[config.mk]
export PLATFORM = sky130hd
export DESIGN_NAME = slcd_scan_driver
export DESIGN_NICKNAME = d
export VERILOG_FILES = /design/src/design/slcd_pkg.sv /design/src/design/slcd_scan_driver.sv
export VERILOG_INCLUDE_DIRS = /design/src /design/src/design
export SDC_FILE = /design/constraint.sdc
export NUM_CORES = 1
export LEC_CHECK = 0
export ABC_AREA = 1
export BUFFER_PORTS_ARGS = -buffer_cell sky130_fd_sc_hd__buf_4
export CAP_MARGIN = 25
export CORE_MARGIN = 2
export CORE_UTILIZATION = 53
export DETAILED_ROUTE_END_ITERATION = 16
export PLACE_DENSITY = 0.83
export SETUP_SLACK_MARGIN = 0.02
export SKIP_CTS_REPAIR_TIMING = 1
export SYNTH_ARGS = -nofsm -noshare
export SYNTH_HDL_FRONTEND = slang
export SYNTH_SLANG_ARGS = --single-unit
[constraint.sdc]
create_clock -name clk -period 2.7 [get_ports clk]
set_input_delay 0.27 -clock clk [delete_from_list [all_inputs] [get_ports clk]]
set_output_delay 0.27 -clock clk [all_outputs]
set_load 0.01 [all_outputs]
[src/design/slcd_regs.svh]
// register indices, field positions, reset values and timing counts of the segment lcd driver
`ifndef SLCD_REGS_SVH
`define SLCD_REGS_SVH

// =====================================================================
// register indices (byte address = 4 * index)
`define SLCD_IDX_DRIVE_VOLTAGE_MODE 16'hFFB0
`define SLCD_IDX_DISPLAY_MODE 16'hFFB1
`define SLCD_IDX_CLOCK_CONTROL 16'hFFB2
`define SLCD_IDX_SELECT_LOW 16'hFFB5
`define SLCD_IDX_SELECT_HIGH 16'hFFB6
`define SLCD_IDX_MEM_FIRST 16'hFA40
`define SLCD_IDX_MEM_LAST 16'hFA55
`define SLCD_MEM_BYTES 22
`define SLCD_MEM_NARROW 4

// =====================================================================
// field positions
`define SLCD_SRC_LSB 4
`define SLCD_SCAN_LSB 0
`define SLCD_MODE_DISPLAY_ON 7
`define SLCD_MODE_PIN_OUT 6
`define SLCD_MODE_BOOST 4
`define SLCD_MODE_SLICE_LSB 0

// =====================================================================
// writable masks and reset values
`define SLCD_CLOCK_CONTROL_MASK 8'h77
`define SLCD_DISPLAY_MODE_MASK 8'hD7
`define SLCD_DRIVE_VOLTAGE_MASK 8'h30
`define SLCD_SELECT_LOW_MASK 8'h3F
`define SLCD_SELECT_HIGH_MASK 8'h6C
`define SLCD_RESET_VALUE 8'h00

// =====================================================================
// divider spans
`define SLCD_LOW_SPEED_DIV 3'h7
`define SLCD_SCAN_MIN_SHIFT 4

`endif

[src/design/slcd_pkg.sv]
// types shared by the segment lcd driver
package slcd_pkg;

    // =====================================================================
    // source clock choices
    typedef enum logic [2:0] {
        SLCD_SRC_CRYSTAL = 3'h0,
        SLCD_SRC_PRS_64 = 3'h1,
        SLCD_SRC_PRS_128 = 3'h2,
        SLCD_SRC_PRS_256 = 3'h3,
        SLCD_SRC_LOW_SPEED = 3'h4
    } slcd_src_t;

    // =====================================================================
    // slice count codes
    typedef enum logic [2:0] {
        SLCD_SLICE_FOUR = 3'h0,
        SLCD_SLICE_THREE_B3 = 3'h1,
        SLCD_SLICE_TWO = 3'h2,
        SLCD_SLICE_THREE_B2 = 3'h3,
        SLCD_SLICE_STATIC = 3'h4,
        SLCD_SLICE_EIGHT = 3'h7
    } slcd_slice_t;

endpackage : slcd_pkg

[src/design/slcd_scan_driver.sv]
// segment lcd scan driver: wishbone registers, display memory, clock dividers and common/segment scan
//
// How it works
// - source clock field picks crystal, peripheral /64 /128 /256 or low-speed /8
// - scan field divides source clock by 16 up to 512; other codes stop scan
// - frame length is scan clock period times configured slice count
// - reset clears clock control; byte writes set whole register
// - low select bits 5..0 switch each shared pin between port and segment
// - high select bits 2,3,5,6 switch pins; other bits read zero
// - pin output on, display off gives non-selected waveforms on every segment; commons still scan
// - display on drives segments from display memory contents
// - 22 byte display memory, unused locations act as plain ram
// - upper nibble of first four memory bytes absent, reads zero
// - commons selected in turn by slice count; static drives commons 0-3 alike
// - memory bits 0..3 serve common slices 0..3 on matching segment
// - bit one gives select level, bit zero gives deselect level
// - unused high bits per mode are ignored and stay free storage
// - panel driven with alternating polarity, no net dc on pixels
// - pixel on only when both common and segment are at select
// - commons 4 to 7 driven only in eight-slice mode
// - slice code: 7 eight, 0 four, 1/3 three, 2 two, 4 static
// - display off holds every segment at deselect
// - pin output off drives ground on all segment and common pins
// - each time slice lasts one scan clock period
`timescale 1ns/10ps
`include "slcd_regs.svh"

module slcd_scan_driver (
    input wire logic clk, // 100 MHz system clock, also peripheral clock
    input wire logic rst_n, // synchronous reset, active low
    input wire logic wb_cyc_i, // wishbone cycle
    input wire logic wb_stb_i, // wishbone strobe
    input wire logic wb_we_i, // wishbone write enable
    input wire logic [17:0] wb_adr_i, // wishbone byte address
    input wire logic [3:0] wb_sel_i, // wishbone byte selects
    input wire logic [31:0] wb_dat_i, // wishbone write data
    output logic [31:0] wb_dat_o, // wishbone read data
    output logic wb_ack_o, // wishbone acknowledge
    input wire logic crystal_tick, // one-cycle pulse per subsystem crystal period
    input wire logic low_speed_tick, // one-cycle pulse per low-speed oscillator period
    output logic [7:0] common_select, // common at select level in this slice
    output logic [7:0] common_active, // pin is driven as a common
    output logic [21:0] segment_select, // segment at select level in this slice
    output logic drive_polarity, // current frame polarity
    output logic pin_drive_enable, // low: all panel pins at ground
    output logic scan_tick, // one-cycle pulse at each slice start
    output logic [5:0] low_pin_segment_enable, // shared low pins used as segments
    output logic [3:0] high_pin_segment_enable, // shared high pins used as segments
    output logic gate_boost_enable, // gate voltage boost request
    output logic [1:0] voltage_method_select // drive voltage generator method
);

    // =====================================================================
    // helpers
    function automatic logic [2:0] slice_last(input logic [2:0] code);
        unique case (code)
            3'h7: slice_last = 3'h7;
            3'h0: slice_last = 3'h3;
            3'h1, 3'h3: slice_last = 3'h2;
            3'h2: slice_last = 3'h1;
            default: slice_last = 3'h0;
        endcase
    endfunction : slice_last

    function automatic logic slice_legal(input logic [2:0] code);
        slice_legal = (code <= 3'h4) || (code == 3'h7);
    endfunction : slice_legal

    // =====================================================================
    // registers
    logic [7:0] clock_control_q;
    logic [7:0] display_mode_q;
    logic [7:0] drive_voltage_mode_q;
    logic [7:0] select_low_q;
    logic [7:0] select_high_q;
    logic [7:0] mem_q [0:`SLCD_MEM_BYTES-1];

    logic [15:0] index;
    logic bus_req;
    logic wr_en;
    logic mem_hit;
    logic [4:0] mem_slot;
    logic [15:0] mem_offset;

    assign index = wb_adr_i[17:2];
    assign bus_req = wb_cyc_i && wb_stb_i && !wb_ack_o;
    assign wr_en = bus_req && wb_we_i && wb_sel_i[0];
    assign mem_hit = (index >= `SLCD_IDX_MEM_FIRST) && (index <= `SLCD_IDX_MEM_LAST);
    assign mem_offset = index - `SLCD_IDX_MEM_FIRST;
    assign mem_slot = mem_offset[4:0];

    // bits 3 and 7 never store, so a careless write cannot reach a prohibited code there
    always_ff @(posedge clk) begin
        if (!rst_n) begin
            clock_control_q <= `SLCD_RESET_VALUE;
        end else if (wr_en && index == `SLCD_IDX_CLOCK_CONTROL) begin
            clock_control_q <= wb_dat_i[7:0] & `SLCD_CLOCK_CONTROL_MASK;
        end
    end

    always_ff @(posedge clk) begin
        if (!rst_n) begin
            display_mode_q <= `SLCD_RESET_VALUE;
            drive_voltage_mode_q <= `SLCD_RESET_VALUE;
        end else if (wr_en && index == `SLCD_IDX_DISPLAY_MODE) begin
            display_mode_q <= wb_dat_i[7:0] & `SLCD_DISPLAY_MODE_MASK;
        end else if (wr_en && index == `SLCD_IDX_DRIVE_VOLTAGE_MODE) begin
            drive_voltage_mode_q <= wb_dat_i[7:0] & `SLCD_DRIVE_VOLTAGE_MASK;
        end
    end

    always_ff @(posedge clk) begin
        if (!rst_n) begin
            select_low_q <= `SLCD_RESET_VALUE;
            select_high_q <= `SLCD_RESET_VALUE;
        end else if (wr_en && index == `SLCD_IDX_SELECT_LOW) begin
            select_low_q <= wb_dat_i[7:0] & `SLCD_SELECT_LOW_MASK;
        end else if (wr_en && index == `SLCD_IDX_SELECT_HIGH) begin
            select_high_q <= wb_dat_i[7:0] & `SLCD_SELECT_HIGH_MASK;
        end
    end

    // display memory keeps every bit except the upper nibble of bytes 0..3, so unused slice bits work as plain storage
    genvar g;
    generate
        for (g = 0; g < `SLCD_MEM_BYTES; g++) begin : g_mem
            always_ff @(posedge clk) begin
                if (!rst_n) begin
                    mem_q[g] <= `SLCD_RESET_VALUE;
                end else if (wr_en && mem_hit && mem_slot == 5'(g)) begin
                    if (g < `SLCD_MEM_NARROW) begin
                        mem_q[g] <= {4'h0, wb_dat_i[3:0]};
                    end else begin
                        mem_q[g] <= wb_dat_i[7:0];
                    end
                end
            end
        end
    endgenerate

    // =====================================================================
    // wishbone answer: ack one cycle after the request, unmapped reads zero
    logic [7:0] rd_byte;

    always_comb begin
        rd_byte = 8'h00;
        if (mem_hit) begin
            rd_byte = mem_q[mem_slot];
        end else begin
            unique case (index)
                `SLCD_IDX_CLOCK_CONTROL: rd_byte = clock_control_q;
                `SLCD_IDX_DISPLAY_MODE: rd_byte = display_mode_q;
                `SLCD_IDX_DRIVE_VOLTAGE_MODE: rd_byte = drive_voltage_mode_q;
                `SLCD_IDX_SELECT_LOW: rd_byte = select_low_q;
                `SLCD_IDX_SELECT_HIGH: rd_byte = select_high_q;
                default: rd_byte = 8'h00;
            endcase
        end
    end

    always_ff @(posedge clk) begin
        if (!rst_n) begin
            wb_ack_o <= 1'b0;
            wb_dat_o <= 32'h0000_0000;
        end else begin
            wb_ack_o <= bus_req;
            wb_dat_o <= bus_req ? {24'h00_0000, rd_byte} : 32'h0000_0000;
        end
    end

    // =====================================================================
    // source clock selection
    logic [7:0] prs_cnt_q;
    logic [2:0] rl_cnt_q;
    logic src_tick;
    logic [2:0] src_code;

    assign src_code = clock_control_q[`SLCD_SRC_LSB +: 3];

    always_ff @(posedge clk) begin
        if (!rst_n) begin
            prs_cnt_q <= 8'h00;
        end else begin
            prs_cnt_q <= prs_cnt_q + 8'h01;
        end
    end

    always_ff @(posedge clk) begin
        if (!rst_n) begin
            rl_cnt_q <= 3'h0;
        end else if (low_speed_tick) begin
            rl_cnt_q <= rl_cnt_q + 3'h1;
        end
    end

    // prohibited source codes give no ticks, so the scan simply freezes
    always_comb begin
        src_tick = 1'b0;
        unique case (src_code)
            slcd_pkg::SLCD_SRC_CRYSTAL: src_tick = crystal_tick;
            slcd_pkg::SLCD_SRC_PRS_64: src_tick = (prs_cnt_q[5:0] == 6'h3F);
            slcd_pkg::SLCD_SRC_PRS_128: src_tick = (prs_cnt_q[6:0] == 7'h7F);
            slcd_pkg::SLCD_SRC_PRS_256: src_tick = (prs_cnt_q == 8'hFF);
            slcd_pkg::SLCD_SRC_LOW_SPEED: src_tick = low_speed_tick && (rl_cnt_q == `SLCD_LOW_SPEED_DIV);
            default: src_tick = 1'b0;
        endcase
    end

    // =====================================================================
    // scan clock divider, one tick per slice
    logic [8:0] scan_cnt_q;
    logic [2:0] scan_code;
    logic [8:0] scan_mask;
    logic scan_legal;
    logic slice_end;

    assign scan_code = clock_control_q[`SLCD_SCAN_LSB +: 3];
    assign scan_legal = (scan_code <= 3'h5);
    assign scan_mask = 9'((10'h001 << (`SLCD_SCAN_MIN_SHIFT + scan_code)) - 10'h001);
    assign slice_end = scan_legal && src_tick && ((scan_cnt_q & scan_mask) == scan_mask);

    always_ff @(posedge clk) begin
        if (!rst_n) begin
            scan_cnt_q <= 9'h000;
        end else if (!scan_legal) begin
            scan_cnt_q <= 9'h000;
        end else if (src_tick) begin
            scan_cnt_q <= slice_end ? 9'h000 : scan_cnt_q + 9'h001;
        end
    end

    // =====================================================================
    // slice sequencer and frame polarity
    logic [2:0] slice_code;
    logic [2:0] slice_q;
    logic polarity_q;
    logic frame_end;

    assign slice_code = display_mode_q[`SLCD_MODE_SLICE_LSB +: 3];
    assign frame_end = slice_end && (slice_q >= slice_last(slice_code));

    always_ff @(posedge clk) begin
        if (!rst_n) begin
            slice_q <= 3'h0;
        end else if (!slice_legal(slice_code)) begin
            slice_q <= 3'h0;
        end else if (slice_end) begin
            slice_q <= frame_end ? 3'h0 : slice_q + 3'h1;
        end
    end

    // inverting once per frame balances the drive over every pair of frames
    always_ff @(posedge clk) begin
        if (!rst_n) begin
            polarity_q <= 1'b0;
        end else if (frame_end) begin
            polarity_q <= !polarity_q;
        end
    end

    // =====================================================================
    // common and segment levels
    logic pin_on;
    logic disp_on;
    logic [7:0] com_d;
    logic [7:0] com_act_d;
    logic [21:0] seg_d;

    assign pin_on = display_mode_q[`SLCD_MODE_PIN_OUT];
    assign disp_on = display_mode_q[`SLCD_MODE_DISPLAY_ON];

    always_comb begin
        com_d = 8'h00;
        com_act_d = 8'h00;
        unique case (slice_code)
            slcd_pkg::SLCD_SLICE_EIGHT: begin
                com_act_d = 8'hFF;
                com_d = 8'(8'h01 << slice_q);
            end
            slcd_pkg::SLCD_SLICE_FOUR: begin
                com_act_d = 8'h0F;
                com_d = 8'(8'h01 << slice_q[1:0]);
            end
            slcd_pkg::SLCD_SLICE_THREE_B3, slcd_pkg::SLCD_SLICE_THREE_B2: begin
                com_act_d = 8'h07;
                com_d = 8'(8'h01 << slice_q[1:0]);
            end
            slcd_pkg::SLCD_SLICE_TWO: begin
                com_act_d = 8'h03;
                com_d = 8'(8'h01 << slice_q[0]);
            end
            slcd_pkg::SLCD_SLICE_STATIC: begin
                com_act_d = 8'h0F;
                com_d = 8'h0F;
            end
            default: begin
                com_act_d = 8'h00;
                com_d = 8'h00;
            end
        endcase
        if (!pin_on) begin
            com_act_d = 8'h00;
            com_d = 8'h00;
        end
    end

    // only the low nibble feeds the scan; higher slices of eight-slice mode reuse bits 0..3
    generate
        for (g = 0; g < `SLCD_MEM_BYTES; g++) begin : g_seg
            always_comb begin
                seg_d[g] = mem_q[g][slice_q[1:0]];
                if (!pin_on || !disp_on) begin
                    seg_d[g] = 1'b0;
                end
            end
        end
    endgenerate

    // full on-voltage arises outside only where both common and segment are selected
    always_ff @(posedge clk) begin
        if (!rst_n) begin
            common_select <= 8'h00;
            common_active <= 8'h00;
            segment_select <= 22'h00_0000;
            drive_polarity <= 1'b0;
            pin_drive_enable <= 1'b0;
            scan_tick <= 1'b0;
        end else begin
            common_select <= com_d;
            common_active <= com_act_d;
            segment_select <= seg_d;
            drive_polarity <= polarity_q;
            pin_drive_enable <= pin_on;
            scan_tick <= slice_end;
        end
    end

    always_ff @(posedge clk) begin
        if (!rst_n) begin
            low_pin_segment_enable <= 6'h00;
            high_pin_segment_enable <= 4'h0;
            gate_boost_enable <= 1'b0;
            voltage_method_select <= 2'h0;
        end else begin
            low_pin_segment_enable <= select_low_q[5:0];
            high_pin_segment_enable <= {select_high_q[6:5], select_high_q[3:2]};
            gate_boost_enable <= display_mode_q[`SLCD_MODE_BOOST];
            voltage_method_select <= drive_voltage_mode_q[5:4];
        end
    end

endmodule : slcd_scan_driver

==> results.yml <==
status:
  outcome: "finished, final reports clean"
cells_and_area:
  sequential_cell_area_um2: 6950
  antenna_cells: 0
  synthesis_to_layout_area_growth_pct: 15.3
  layout-drive-gt1-share: 0.212
  final_net_count: 1742
  most_frequent_standard_cell_in_the_layout_excluding_fill_and_tap_cells: "sky130_fd_sc_hd__nand2_1"
  multi_input_gate_area_um2: 5780
  stdcell_count: 2021
  fillerInstances: 2000
  finish.instance_area_um2: 15800
  commonest_cells_after_routing_fill_and_taps_aside: "423 x sky130_fd_sc_hd__nand2_1, 177 x sky130_fd_sc_hd__nor2_1, 160 x sky130_fd_sc_hd__edfxtp_1, 146 x sky130_fd_sc_hd__buf_4, 112 x sky130_fd_sc_hd__nor3_2"
die:
  io_pins: 148
  chipHeight_um: 165
  initial_core_util: 0.542
  die_w_um: 165
  design.die.area_um2: 27100
  placeableCoreArea_um2: 25300
  row_count: 58
sta:
  finalSetupTns_ps: 0
  timing.clock.skew_ps: 21.2
  finalCriticalPeriod_ps: 2230
  setup_viol: 0
  slew_headroom: 0.487
  post-route-period-util: 0.826
  worst-slew-pin-transition_ps: 770
  maxSlewViolCount: 0
  worst_hold_slack_ps: 14.7
  fmaxAchievable_mhz: 448
  hold_viol_final: 0
  unrepaired_setup_endpoints_after_global_routing: "no"
detailed_routing:
  detail_route.first_pass.iterations: 6
  initialDrtViolationCount: 1440
  drt.antenna.violating_nets: 0
  remaining_drc_errors: 0
  vias: 11600
  route.final.wire_length_um: 36300
  routed_via_density: 5.74
  wl_per_cell_um: 18.0
clocking:
  cts.sinks: 267
  clock_path_buffers: 3
  cts.root.buffer_cell: "sky130_fd_sc_hd__clkbuf_16"
  cts_tree: "yes"
  path_clk_slew_ps: 60
  cts.htree.levels: 1
  clkLatencyLatePin_ps: 550
  cts_inserted_buffers: 27
critical_path:
  slack_of_the_worst_reg_to_reg_path_ps: 470
  crit_path_max_incr_delay_ps: 330
  setup.worst_path.start_class: "flip-flop"
  regToRegEndpoint: "scan_cnt_q[5]"
  worstSetupPathDepth: 11
  worst_path_bufs_invs: 1
  timing.critical_path.slowest_stage_cell: "sky130_fd_sc_hd__dfxtp_1"
  critical-path-top-delay-family: "simple AND/OR/NAND/NOR gates"
  cp_common_cell: "sky130_fd_sc_hd__nand2_1"
  reg2regPathDepth: 11
  worst_setup_path_startpoint: "rl_cnt_q[0]"
  crit-reg2reg-launch: "rl_cnt_q[0]"
  worstSetupPathType: "flip-flop to flip-flop"
  worst_ep_arrival_time_ps: 2690
  worst-endpoint-required_ps: 3160
  critical_path.endpoint_type: "flip-flop"
  crit_path_cell_trace: "ha_1 > ha_1 > nand3_1 > nand2_1 > nand2_1 > nand2_1 > nand2_1 > inv_1 > nand2_1 > nand2_1 > nor3b_1"
  crit_end: "scan_cnt_q[5]"
  largest_fanout_on_the_critical_path: 12
yosys:
  synth.yosys.seq_area_share: 0.507
  synth_warnings: 0
  synth_cell_types: 40
  synth_ff_type: "sky130_fd_sc_hd__edfxtp_1"
  synth-async-reset-ratio: 0
  synth.ff_latch_count: 267
  postSynthAreaPerCell_um2: 8.65
  area_of_the_mapped_netlist_um2: 13700
  postSynthCellCount: 1583
  synth-edff-count: 160
power_and_ir_drop:
  combinational_group_share_of_total_power: 0.074
  p_int_mw: 7.03
  power.net_switching_mw: 2.18
  switching_share: 0.237
  vdd_ir_drop_max_mv: 0.470
  power.sequential.fraction: 0.484
  power.density_cell_area_nw_per_um2: 584
  power_frac_clock: 0.442
  cellLeakagePower_nw: 6.68
placed_design:
  final_weighted_congestion_in_routability_driven_placement: 1.02
  placedCellCount: 1971
  half_perimeter_wire_length_after_placement_um: 24300
  portBuffers: 94
  placement.cell_area_um2: 14800
grt:
  pin_count_of_the_biggest_net_entering_global_routing: 75
  global_route.overflow_total: 0
  all_layer_gr_usage: 0.268
  via_count_of_the_first_global_routing_pass: 11200
  antenna_violations_before_repair: 0
  grt_pass1_wl_um: 57000
job:
  drv.max_cap_violation_count: 0
worst_hold_path:
  hold_path.class: "primary input to flip-flop"
  hold_start: "low_speed_tick"
[cell type report]
| class | instances | share of cell area |
|---|---|---|
| sequential | 267 | 0.440 |
| multi-input combinational | 1105 | 0.366 |
| tap | 330 | 0.0262 |
| timing repair buffer | 151 | 0.0758 |
| clock buffer | 37 | 0.0525 |
| clock inverter | 13 | 0.0102 |
| inverter | 118 | 0.0289 |
[power groups by stage]
| stage | clock network (mW) | logic (mW) | registers (mW) |
|---|---|---|---|
| global route | 4.26 | 0.736 | 4.46 |
| detailed placement | 0 | 0.657 | 4.54 |
| CTS | 4.09 | 0.665 | 4.46 |
| finish | 4.07 | 0.681 | 4.46 |
| floorplan | 0 | 0.461 | 4.52 |
| global placement | 0 | 0.639 | 4.53 |
[worst min-delay path by stage]
stage	to	slack [ps]	depth (start not counted)
after detailed placement	drive_polarity	440	2
final	rl_cnt_q[0]	10	3
after global routing	rl_cnt_q[0]	30	3
after global placement	prs_cnt_q[0]	430	1
after floorplan	gate_boost_enable	410	2
after CTS	rl_cnt_q[0]	6	3
[routing by layer]
metal / global-route usage / up-vias / part of all wire
met3: 0.0485 / 142 / 0.095
met5: 0 / - / 0
met4: 0.119 / 0 / 0.041
li1: - / 5381 / -
met2: 0.453 / 634 / 0.49
met1: 0.338 / 5434 / 0.38
[state kept, by name, summed over array words and instances, names as in the netlist, 2 cells and up]
name                     count
clock_control_q              6
common_active                4
common_select                8
display_mode_q               6
drive_voltage_mode_q         2
high_pin_segment_enable      4
low_pin_segment_enable       6
mem_q                      160
prs_cnt_q                    8
rl_cnt_q                     3
scan_cnt_q                   9
segment_select              22
select_high_q                4
select_low_q                 6
slice_q                      3
voltage_method_select        2
wb_dat_o                     8
[metrics by stage]
stage	worst slack, ps	power (mW)	util
2_1_floorplan	701	4.99	-
3_3_place_gp	500	5.17	0.586
3_5_place_dp	446	5.20	0.586
4_1_cts	516	9.21	0.625
5_1_grt	253	9.46	0.625
6_report	469	9.21	0.625
[worst min-delay path: stages]
cell and delay, ps:
sky130_fd_sc_hd__buf_4 110, sky130_fd_sc_hd__xnor2_1 70, sky130_fd_sc_hd__nor2_1 70
[Yosys cell counts, types with 9 or more instances]
cell | instances | area [um2]
sky130_fd_sc_hd__nand2_1 | 423 | 1590
sky130_fd_sc_hd__nor2_1 | 177 | 664
sky130_fd_sc_hd__edfxtp_1 | 160 | 4800
sky130_fd_sc_hd__nor3_2 | 112 | 1120
sky130_fd_sc_hd__dfxtp_1 | 107 | 2140
sky130_fd_sc_hd__inv_1 | 107 | 402
sky130_fd_sc_hd__a21oi_1 | 103 | 515
sky130_fd_sc_hd__o21ai_0 | 83 | 415
sky130_fd_sc_hd__clkbuf_1 | 64 | 240
sky130_fd_sc_hd__nand3_1 | 58 | 290
sky130_fd_sc_hd__nor3_1 | 40 | 200
sky130_fd_sc_hd__buf_4 | 33 | 248
sky130_fd_sc_hd__nand4_4 | 14 | 298
sky130_fd_sc_hd__ha_1 | 11 | 138
sky130_fd_sc_hd__buf_2 | 10 | 50.1
sky130_fd_sc_hd__nand4_1 | 9 | 56.3
[cells by family (layout without fill, tap and decap cells)]
logic type	after synthesis	after routing	share of synthesized area
other	2	26	0.000549
AND/OR/NAND/NOR	862	862	0.327
AO/OA/AOI/OAI	203	203	0.0759
XOR/XNOR	3	3	0.00192
buffers and inverters	235	319	0.0772
adder cells (fa/ha/maj)	11	11	0.0101
flip-flops	267	267	0.507
No activity file was read; power rests on OpenSTA's default activity.
